$ cat config.mk
export PLATFORM = sky130hd
export DESIGN_NAME = octal_monitor_reset_sequencer
export DESIGN_NICKNAME = d
export VERILOG_FILES = /design/src/hw/octal_monitor_reset_sequencer.v
export VERILOG_INCLUDE_DIRS = /design/src /design/src/hw
export SDC_FILE = /design/constraint.sdc
export NUM_CORES = 1
export LEC_CHECK = 0
export BUFFER_PORTS_ARGS = -buffer_cell sky130_fd_sc_hd__buf_4
export CAP_MARGIN = 0
export CORE_UTILIZATION = 57
export CTS_CLUSTER_DIAMETER = 40
export DETAILED_ROUTE_END_ITERATION = 16
export PLACE_DENSITY = 0.81
export SETUP_SLACK_MARGIN = 0.5
export SLEW_MARGIN = 20
export SYNTH_ARGS = -nofsm -noshare
export SYNTH_HDL_FRONTEND = slang
export SYNTH_SLANG_ARGS = --single-unit
$ cat constraint.sdc
create_clock -name core_clk -period 5.5 [get_ports core_clk]
set_clock_uncertainty 0.2 [all_clocks]
set_input_delay 0.275 -clock core_clk [delete_from_list [all_inputs] [get_ports core_clk]]
set_output_delay 0.275 -clock core_clk [all_outputs]
set_load 0.02 [all_outputs]
$ cat src/hw/reset_seq_defs.vh
// constants for the octal monitor reset sequencer
// assumes a 100 MHz core clock and a 32-bit classic wishbone slave port
`ifndef RESET_SEQ_DEFS_VH
`define RESET_SEQ_DEFS_VH

// clock rate in hz, and the same in khz for overflow-safe products
`define CLK_HZ            100000000
`define CLK_KHZ           100000
// timing capacitance per second of timeout, in nF
`define TMR_NF_PER_S      115
// pF per nF
`define PF_PER_NF         1000
// default timing capacitance in pF (11500 pF gives 100 ms)
`define TMR_CAP_PF_DEF    11500

// register byte offsets
`define ADR_CTRL          8'h00
`define ADR_TIMEOUT       8'h04
`define ADR_STATUS        8'h08

// control register fields
`define CTRL_BYPASS       0
`define CTRL_W            1

// status register fields
`define ST_STATE_LO       0
`define ST_STATE_HI       1
`define ST_FAULT          2
`define ST_LOCKOUT        3
`define ST_DISABLE        4
`define ST_RST_OUT        5
`define ST_FAULT_SEEN     6
`define ST_UV_LO          8
`define ST_UV_HI          15

// polarity selector codes for inputs seven and eight
`define POL_BOTH_POS      2'h0
`define POL_SEVEN_POS     2'h1
`define POL_BOTH_NEG      2'h2

// sequencer states
`define S_LOCK            2'h0
`define S_HOLD            2'h1
`define S_TIME            2'h2
`define S_RUN             2'h3

// hold causes, highest priority first
`define CS_NONE           2'h0
`define CS_LOCK           2'h1
`define CS_OFF            2'h2
`define CS_FAULT          2'h3

`define ZERO32            32'h00000000
`define ONE32             32'h00000001

`endif

$ cat src/hw/octal_monitor_reset_sequencer.v
// reset sequencer for an eight-input supply monitor with a wishbone register port
// assumes comparator results, lockout, disable, strap and selector are synchronous
// to core_clk; rst is synchronous and active high
// the timeout length starts from the parameter and may be rewritten over the bus
// the reset pair is driven as plain levels; open-drain drive is left to the pads
// the bus is a classic single-cycle slave that answers one cycle after a request
//
// Summary of operation
// Any flagged undervoltage input asserts both reset outputs at once.
// When every input is valid again the delay timer starts while the resets stay asserted.
// When the timer expires with all inputs valid both resets are released.
// A fault during the delay clears the timer, which restarts from zero once all inputs are valid.
// The timeout is configurable, derived from timing capacitance at 115 nF per second.
// With the bypass strap active the resets release as soon as all inputs are valid.
// While supply lockout holds both resets stay asserted.
// Leaving lockout with disable inactive runs the normal timed release.
// While disable is high both resets stay deasserted whatever the input faults.
// With disable high lockout still asserts the resets, released at once when it clears.
// The disable input is taken as inactive when low, its unconnected default.
// A three-way selector sets the polarity of inputs seven and eight.
// The eight undervoltage flags are ORed and synchronised before the sequencer uses them.
//
// Chosen here: the placing of the registers and register access over Wishbone.
`include "reset_seq_defs.vh"

module octal_monitor_reset_sequencer #(
    parameter [31:0] TMR_CAP_PF     = `TMR_CAP_PF_DEF,
    parameter [31:0] TIMEOUT_CYCLES = TMR_CAP_PF * `CLK_KHZ / `TMR_NF_PER_S
) (
    input  wire        core_clk,
    input  wire        rst,
    input  wire [7:0]  monitored_input,
    input  wire [1:0]  polarity_sel,
    input  wire        supply_lockout,
    input  wire        output_disable_in,
    input  wire        timeout_setting_pin,
    output reg         rst_out,
    output reg         rst_out_n,
    input  wire        wb_cyc_i,
    input  wire        wb_stb_i,
    input  wire        wb_we_i,
    input  wire [7:0]  wb_adr_i,
    input  wire [3:0]  wb_sel_i,
    input  wire [31:0] wb_dat_i,
    output reg  [31:0] wb_dat_o,
    output reg         wb_ack_o
);

    // sequencer states and hold causes
    localparam [1:0] LOCK        = `S_LOCK;
    localparam [1:0] HOLD        = `S_HOLD;
    localparam [1:0] TIMING      = `S_TIME;
    localparam [1:0] RUN         = `S_RUN;
    localparam [1:0] CAUSE_NONE  = `CS_NONE;
    localparam [1:0] CAUSE_LOCK  = `CS_LOCK;
    localparam [1:0] CAUSE_OFF   = `CS_OFF;
    localparam [1:0] CAUSE_FAULT = `CS_FAULT;

    reg  [1:0]  state;
    reg  [1:0]  next_state;
    reg  [31:0] count;
    reg  [31:0] next_count;
    reg         next_assert;
    reg         fault_meta;
    reg         fault_sync;
    reg         bypass_soft;
    reg  [31:0] timeout_reg;
    reg         fault_seen;
    reg  [7:0]  uv_flag;
    reg  [31:0] next_timeout;
    reg  [31:0] rd_data;
    wire        bus_req;
    wire        bus_wr;
    wire        bypass;
    reg         hit_ctrl;
    reg         hit_timeout;
    reg         hit_status;
    reg         neg_six;
    reg         neg_seven;
    reg  [1:0]  cause;
    wire        any_uv;
    wire        wr_ctrl;
    wire        wr_timeout;
    wire        clear_seen;
    wire        rd_req;
    wire        timer_done;
    wire [31:0] count_inc;

    assign bus_req = wb_cyc_i & wb_stb_i & ~wb_ack_o;
    assign bus_wr  = bus_req & wb_we_i;
    // strap or soft bypass
    assign bypass  = timeout_setting_pin | bypass_soft;

    assign wr_ctrl    = bus_wr & hit_ctrl & wb_sel_i[0];
    assign wr_timeout = bus_wr & hit_timeout;
    // sticky flag clear is write-one on the low lane
    assign clear_seen = bus_wr & hit_status & wb_sel_i[0] & wb_dat_i[`ST_FAULT_SEEN];
    assign rd_req     = bus_req & ~wb_we_i;
    // expiry against the programmed length
    assign count_inc  = count + `ONE32;
    assign timer_done = (count_inc >= timeout_reg);

    // register decode
    always @* begin
        hit_ctrl    = 1'b0;
        hit_timeout = 1'b0;
        hit_status  = 1'b0;
        if (wb_adr_i == `ADR_CTRL) begin
            hit_ctrl = 1'b1;
        end else if (wb_adr_i == `ADR_TIMEOUT) begin
            hit_timeout = 1'b1;
        end else if (wb_adr_i == `ADR_STATUS) begin
            hit_status = 1'b1;
        end
    end

    // selector picks which of inputs seven and eight are negative
    always @* begin
        neg_six   = 1'b0;
        neg_seven = 1'b0;
        if (polarity_sel == `POL_BOTH_POS) begin
            neg_six   = 1'b0;
            neg_seven = 1'b0;
        end else if (polarity_sel == `POL_SEVEN_POS) begin
            neg_six   = 1'b0;
            neg_seven = 1'b1;
        end else if (polarity_sel == `POL_BOTH_NEG) begin
            neg_six   = 1'b1;
            neg_seven = 1'b1;
        end else begin
            // open selector code behaves as the mixed setting
            neg_six   = 1'b0;
            neg_seven = 1'b1;
        end
    end

    // high input means above threshold on a positive input
    always @* begin
        uv_flag[0] = ~monitored_input[0];
        uv_flag[1] = ~monitored_input[1];
        uv_flag[2] = ~monitored_input[2];
        uv_flag[3] = ~monitored_input[3];
        uv_flag[4] = ~monitored_input[4];
        uv_flag[5] = ~monitored_input[5];
        uv_flag[6] = monitored_input[6] ^ ~neg_six;
        uv_flag[7] = monitored_input[7] ^ ~neg_seven;
    end

    // R13 or of flags, two-stage sync; reset reads as a fault
    assign any_uv = |uv_flag;

    always @(posedge core_clk) begin
        if (rst) begin
            fault_meta <= 1'b1;
        end else begin
            fault_meta <= any_uv;
        end
    end

    always @(posedge core_clk) begin
        if (rst) begin
            fault_sync <= 1'b1;
        end else begin
            fault_sync <= fault_meta;
        end
    end

    // priority of causes: lockout over disable over fault
    always @* begin
        cause = CAUSE_NONE;
        if (supply_lockout) begin
            cause = CAUSE_LOCK;
        end else if (output_disable_in) begin
            cause = CAUSE_OFF;
        end else if (fault_sync) begin
            cause = CAUSE_FAULT;
        end
    end

    always @* begin
        next_state  = state;
        next_count  = count;
        next_assert = 1'b1;
        case (cause)
            CAUSE_LOCK: begin
                // lockout holds reset
                next_state = LOCK;
                next_count = `ZERO32;
            end
            CAUSE_OFF: begin
                // disabled outputs released, no timeout
                next_state  = RUN;
                next_count  = `ZERO32;
                next_assert = 1'b0;
            end
            CAUSE_FAULT: begin
                // fault asserts and clears timer
                next_state = HOLD;
                next_count = `ZERO32;
            end
            default: begin
                case (state)
                    LOCK: begin
                        // leaving lockout runs the timed release; R6 bypass
                        if (bypass) begin
                            next_state  = RUN;
                            next_assert = 1'b0;
                        end else begin
                            next_state = TIMING;
                            next_count = `ZERO32;
                        end
                    end
                    HOLD: begin
                        // start delay; R6 bypass
                        if (bypass) begin
                            next_state  = RUN;
                            next_assert = 1'b0;
                        end else begin
                            next_state = TIMING;
                            next_count = `ZERO32;
                        end
                    end
                    TIMING: begin
                        // release on expiry
                        if (bypass || timer_done) begin
                            next_state  = RUN;
                            next_assert = 1'b0;
                        end else begin
                            next_count = count_inc;
                        end
                    end
                    default: begin
                        // released until a new cause appears
                        next_assert = 1'b0;
                    end
                endcase
            end
        endcase
    end

    always @(posedge core_clk) begin
        if (rst) begin
            state <= LOCK;
            count <= `ZERO32;
        end else begin
            state <= next_state;
            count <= next_count;
        end
    end

    // complementary pair, both registered
    always @(posedge core_clk) begin
        if (rst) begin
            rst_out   <= 1'b1;
            rst_out_n <= 1'b0;
        end else begin
            rst_out   <= next_assert;
            rst_out_n <= ~next_assert;
        end
    end

    // byte-lane merge for the timeout register
    always @* begin
        next_timeout = timeout_reg;
        if (wb_sel_i[0]) begin
            next_timeout[7:0] = wb_dat_i[7:0];
        end
        if (wb_sel_i[1]) begin
            next_timeout[15:8] = wb_dat_i[15:8];
        end
        if (wb_sel_i[2]) begin
            next_timeout[23:16] = wb_dat_i[23:16];
        end
        if (wb_sel_i[3]) begin
            next_timeout[31:24] = wb_dat_i[31:24];
        end
    end

    always @* begin
        rd_data = `ZERO32;
        if (wb_adr_i == `ADR_CTRL) begin
            rd_data[`CTRL_BYPASS] = bypass_soft;
        end else if (wb_adr_i == `ADR_TIMEOUT) begin
            rd_data = timeout_reg;
        end else if (wb_adr_i == `ADR_STATUS) begin
            rd_data[`ST_STATE_HI:`ST_STATE_LO] = state;
            rd_data[`ST_FAULT]                 = fault_sync;
            rd_data[`ST_LOCKOUT]               = supply_lockout;
            rd_data[`ST_DISABLE]               = output_disable_in;
            rd_data[`ST_RST_OUT]               = rst_out;
            rd_data[`ST_FAULT_SEEN]            = fault_seen;
            rd_data[`ST_UV_HI:`ST_UV_LO]       = uv_flag;
        end
    end

    // one-cycle ack, never back to back
    always @(posedge core_clk) begin
        if (rst) begin
            wb_ack_o <= 1'b0;
        end else begin
            wb_ack_o <= bus_req;
        end
    end

    // read data held until the next read
    always @(posedge core_clk) begin
        if (rst) begin
            wb_dat_o <= `ZERO32;
        end else if (rd_req) begin
            wb_dat_o <= rd_data;
        end
    end

    // soft bypass in the low control bit
    always @(posedge core_clk) begin
        if (rst) begin
            bypass_soft <= 1'b0;
        end else if (wr_ctrl) begin
            bypass_soft <= wb_dat_i[`CTRL_BYPASS];
        end
    end

    // programmed timeout length
    always @(posedge core_clk) begin
        if (rst) begin
            timeout_reg <= TIMEOUT_CYCLES;
        end else if (wr_timeout) begin
            timeout_reg <= next_timeout;
        end
    end

    // sticky fault: set wins over write-one clear
    always @(posedge core_clk) begin
        if (rst) begin
            fault_seen <= 1'b0;
        end else if (fault_sync) begin
            fault_seen <= 1'b1;
        end else if (clear_seen) begin
            fault_seen <= 1'b0;
        end
    end

endmodule // octal_monitor_reset_sequencer

==> impl_results.md <==
* Status: finished, final reports clean
* Fraction of layout cells with a size suffix above 1 at 0.165
* Static Leak at ~2.7 nW
* Pwr Density at 208 nW/µm²
* GPL Wtd Cong at slightly below 0.9
* Leading area contributor after synthesis: dfxtp_1
* Worst slew margin at 0.336
* Clock Latency Late Sink at approximately 0.38 ns
* Max FO, Critical Path at 24
* GRT overflow at 0
* Die area at ~10000 µm²
* Initial core utilization at 0.597
* Die X at just over 100 µm
* Post-synth ARST share at 0
* Commonest non-fill, non-tap cell in the layout: dfxtp_1
* Reg2reg setup slack at 0.94 ns
* Max-cap viol count at 0
* Most frequently used flop master after synthesis: dfxtp_1
* Ys Warns at 0
* Drt drc at 0
* H-tree depth at 3
* Wire per inst at between 15 and 20 µm
* Post-route ant nets at 0
* Worst VDD drop at 0.000178 V
* Ant diodes at 0
* Detailed Routing Iterations Pass 1 at 5
* Clock sinks at between 100 and 150
* Reg2reg start: count[0]$_SDFFE_PP0P_
* Mapped Avg Cell Area at 7.83 µm²
* CTS buffer count at 9
* Max Root-Sink Buffers at 2
* Final #Nets at roughly 910
* Synthesized netlist cell count at approximately 720
* Max Freq at about 0.22 GHz
* Root buffer cell: clkbuf_8
* # fillers at 712
* #FFs+latches synth at 105
* Syn_nets at around 820
* Vias in the first global route at 5557
* Setup CP Type: reg -> reg
* Yosys top cell area share at 0.374
* Core region area at 9420 µm²
* Critical Path RT at ~5.6 ns
* Design Power at ~1.4 mW
* Initial antenna violation count at 0
* Post-synth EDFFs at 0
* RSZ-0062 raised after global routing: false
* Final Hold Fails at 0
* Largest net degree at the start of global routing at 76
* Mapped Area at 5630 µm²
* Die Height at around 100 µm
* Worst Setup SP: count[0]$_SDFFE_PP0P_
* Most frequent cells in the layout: dfxtp_1, buf_4, nand2_1
* Hold crit path type: in -> reg
* DPL Wire Length at between 10 and 15 mm
* Area contributors post-synth: dfxtp_1, ha_1, a21oi_1
* Distinct cells, synth at 48
* CTS tree: yes
* Clock Pin Slew Worst Setup and Hold Paths at roughly 0.1 ns
* Num ports at 97
* Syn-to-layout area delta at 22.5%
* CP Capture Type: register
* Crit path launch type: register
* Starting DRT DRC Count at approximately 290
* GRT Resource Usage Total at 0.314
* Via count at about 5700
* Part of the cycle the worst path needs at 0.829
* Min Tclk post-route at ~4.6 ns
* Sequential-to-total area share from yosys stat at 0.374
* Worst slew pin tran at 0.994 ns
* Vias/cell at roughly 6
* Hold path startpoint: wb_dat_i[20]
* # setup viols final at 0
* Row cnt at 35
* Setup TNS at 0 ns
* Global-route wire length before repair at around 25 mm
* Detailed Route WL at 15.5 mm
* Pins Over Slew Limit at 0
* Arrival @ worst endpoint at approximately 4.6 ns
* Input/output buffers at between 90 and 100
==> power breakdown <==
part	switching (mW)	internal [mW]	total [mW]	leakage, nW
Combinational	0.0802	0.0683	0.149	1.77
Clock	0.280	0.229	0.509	0.105
Sequential	0.00522	0.767	0.773	0.849
Total	0.365	1.07	1.43	2.73
==> synthesized netlist by cell type (3+ instances only) <==
master / number
mux2i_1: 10
clkbuf_1: 37
a211oi_1: 7
dfxtp_1: 105
nand3b_1: 3
ha_1: 37
xnor2_1: 23
nor2b_1: 3
a221oi_1: 9
nand3_1: 65
nand2_1: 88
or2_2: 6
a211o_1: 8
nor4_1: 5
a21o_1: 3
and4_1: 4
nor3_1: 28
inv_1: 37
nand4_1: 15
nor2_1: 55
nor3b_1: 4
a32o_1: 7
and3_1: 18
a21oi_1: 76
buf_2: 6
nand2b_1: 3
o21ai_0: 21
xor2_1: 7
a31oi_1: 4
==> area by class of cell <==
cell class                 count  area, µm²  share of cell area
multi-input combinational    530       3210               0.466
sequential                   105       2100               0.305
timing repair buffer         132       1060               0.154
tap                          129        161              0.0234
inverter                      37        139              0.0202
clock buffer                  10        138              0.0200
clock inverter                 6       75.1              0.0109
==> routing by layer <==
metal | up-vias | track usage | share of wire
met5 | - | 0 | 0
met4 | 0 | 0.163 | 0.042
met3 | 57 | 0.0566 | 0.043
met2 | 202 | 0.580 | 0.52
met1 | 2676 | 0.341 | 0.40
li1 | 2716 | - | -
==> worst max-delay path, cell delays in order, from the launching register on <==
cell and delay (ns):
dfxtp_1 0.43, and3_1 0.30, and3_1 0.29, and3_1 0.37, nand3_1 0.13, and2_1 0.19, or2_2 0.30, ha_1 0.32
nand4_1 0.16, nor4_1 0.43, o311a_1 0.34, o21a_2 0.49, mux2i_1 0.18, or2_2 0.30
==> worst paths after layout <==
path | endpoint | cells after the start
hold reg to reg | fault_sync$_SDFF_PP1_ | 1
hold / removal | timeout_reg[20]$_SDFFE_PP1P_ | 3
setup / recovery | rst_out$_SDFF_PP1_ | 13
setup reg to reg | rst_out$_SDFF_PP1_ | 13
==> cells by family after synthesis <==
family	after synthesis	share of synthesized area
xor+xnor	30	0.0467
simple gates	306	0.261
compound gates	146	0.158
buf+inv	83	0.0580
flops	105	0.374
mux	11	0.0198
fa+ha+maj	37	0.0823
==> stage by stage <==
stage                     cell area (µm²)  hold slack [ns]  std cells   util  worst slack, ns
after floorplan                      5630            0.189        718      -             1.61
after global placement               6390            0.200        905  0.679            0.928
after detailed placement             6390            0.208        905  0.679            0.710
after CTS                            6890         0.000948        949  0.732            0.682
after global routing                 6890          0.00257        949  0.732            0.573
final                                6890           0.0112        949  0.732            0.942
==> what timing repair did <==
action / 4_1_cts / 5_1_grt
setup endpoints to repair: 0 / 12
hold endpoints to repair: 27 / 0
setup buffers: 0 / 0
resized for setup: 0 / 1
hold buffers: 28 / 0
Power figures use the tool's default switching activity.
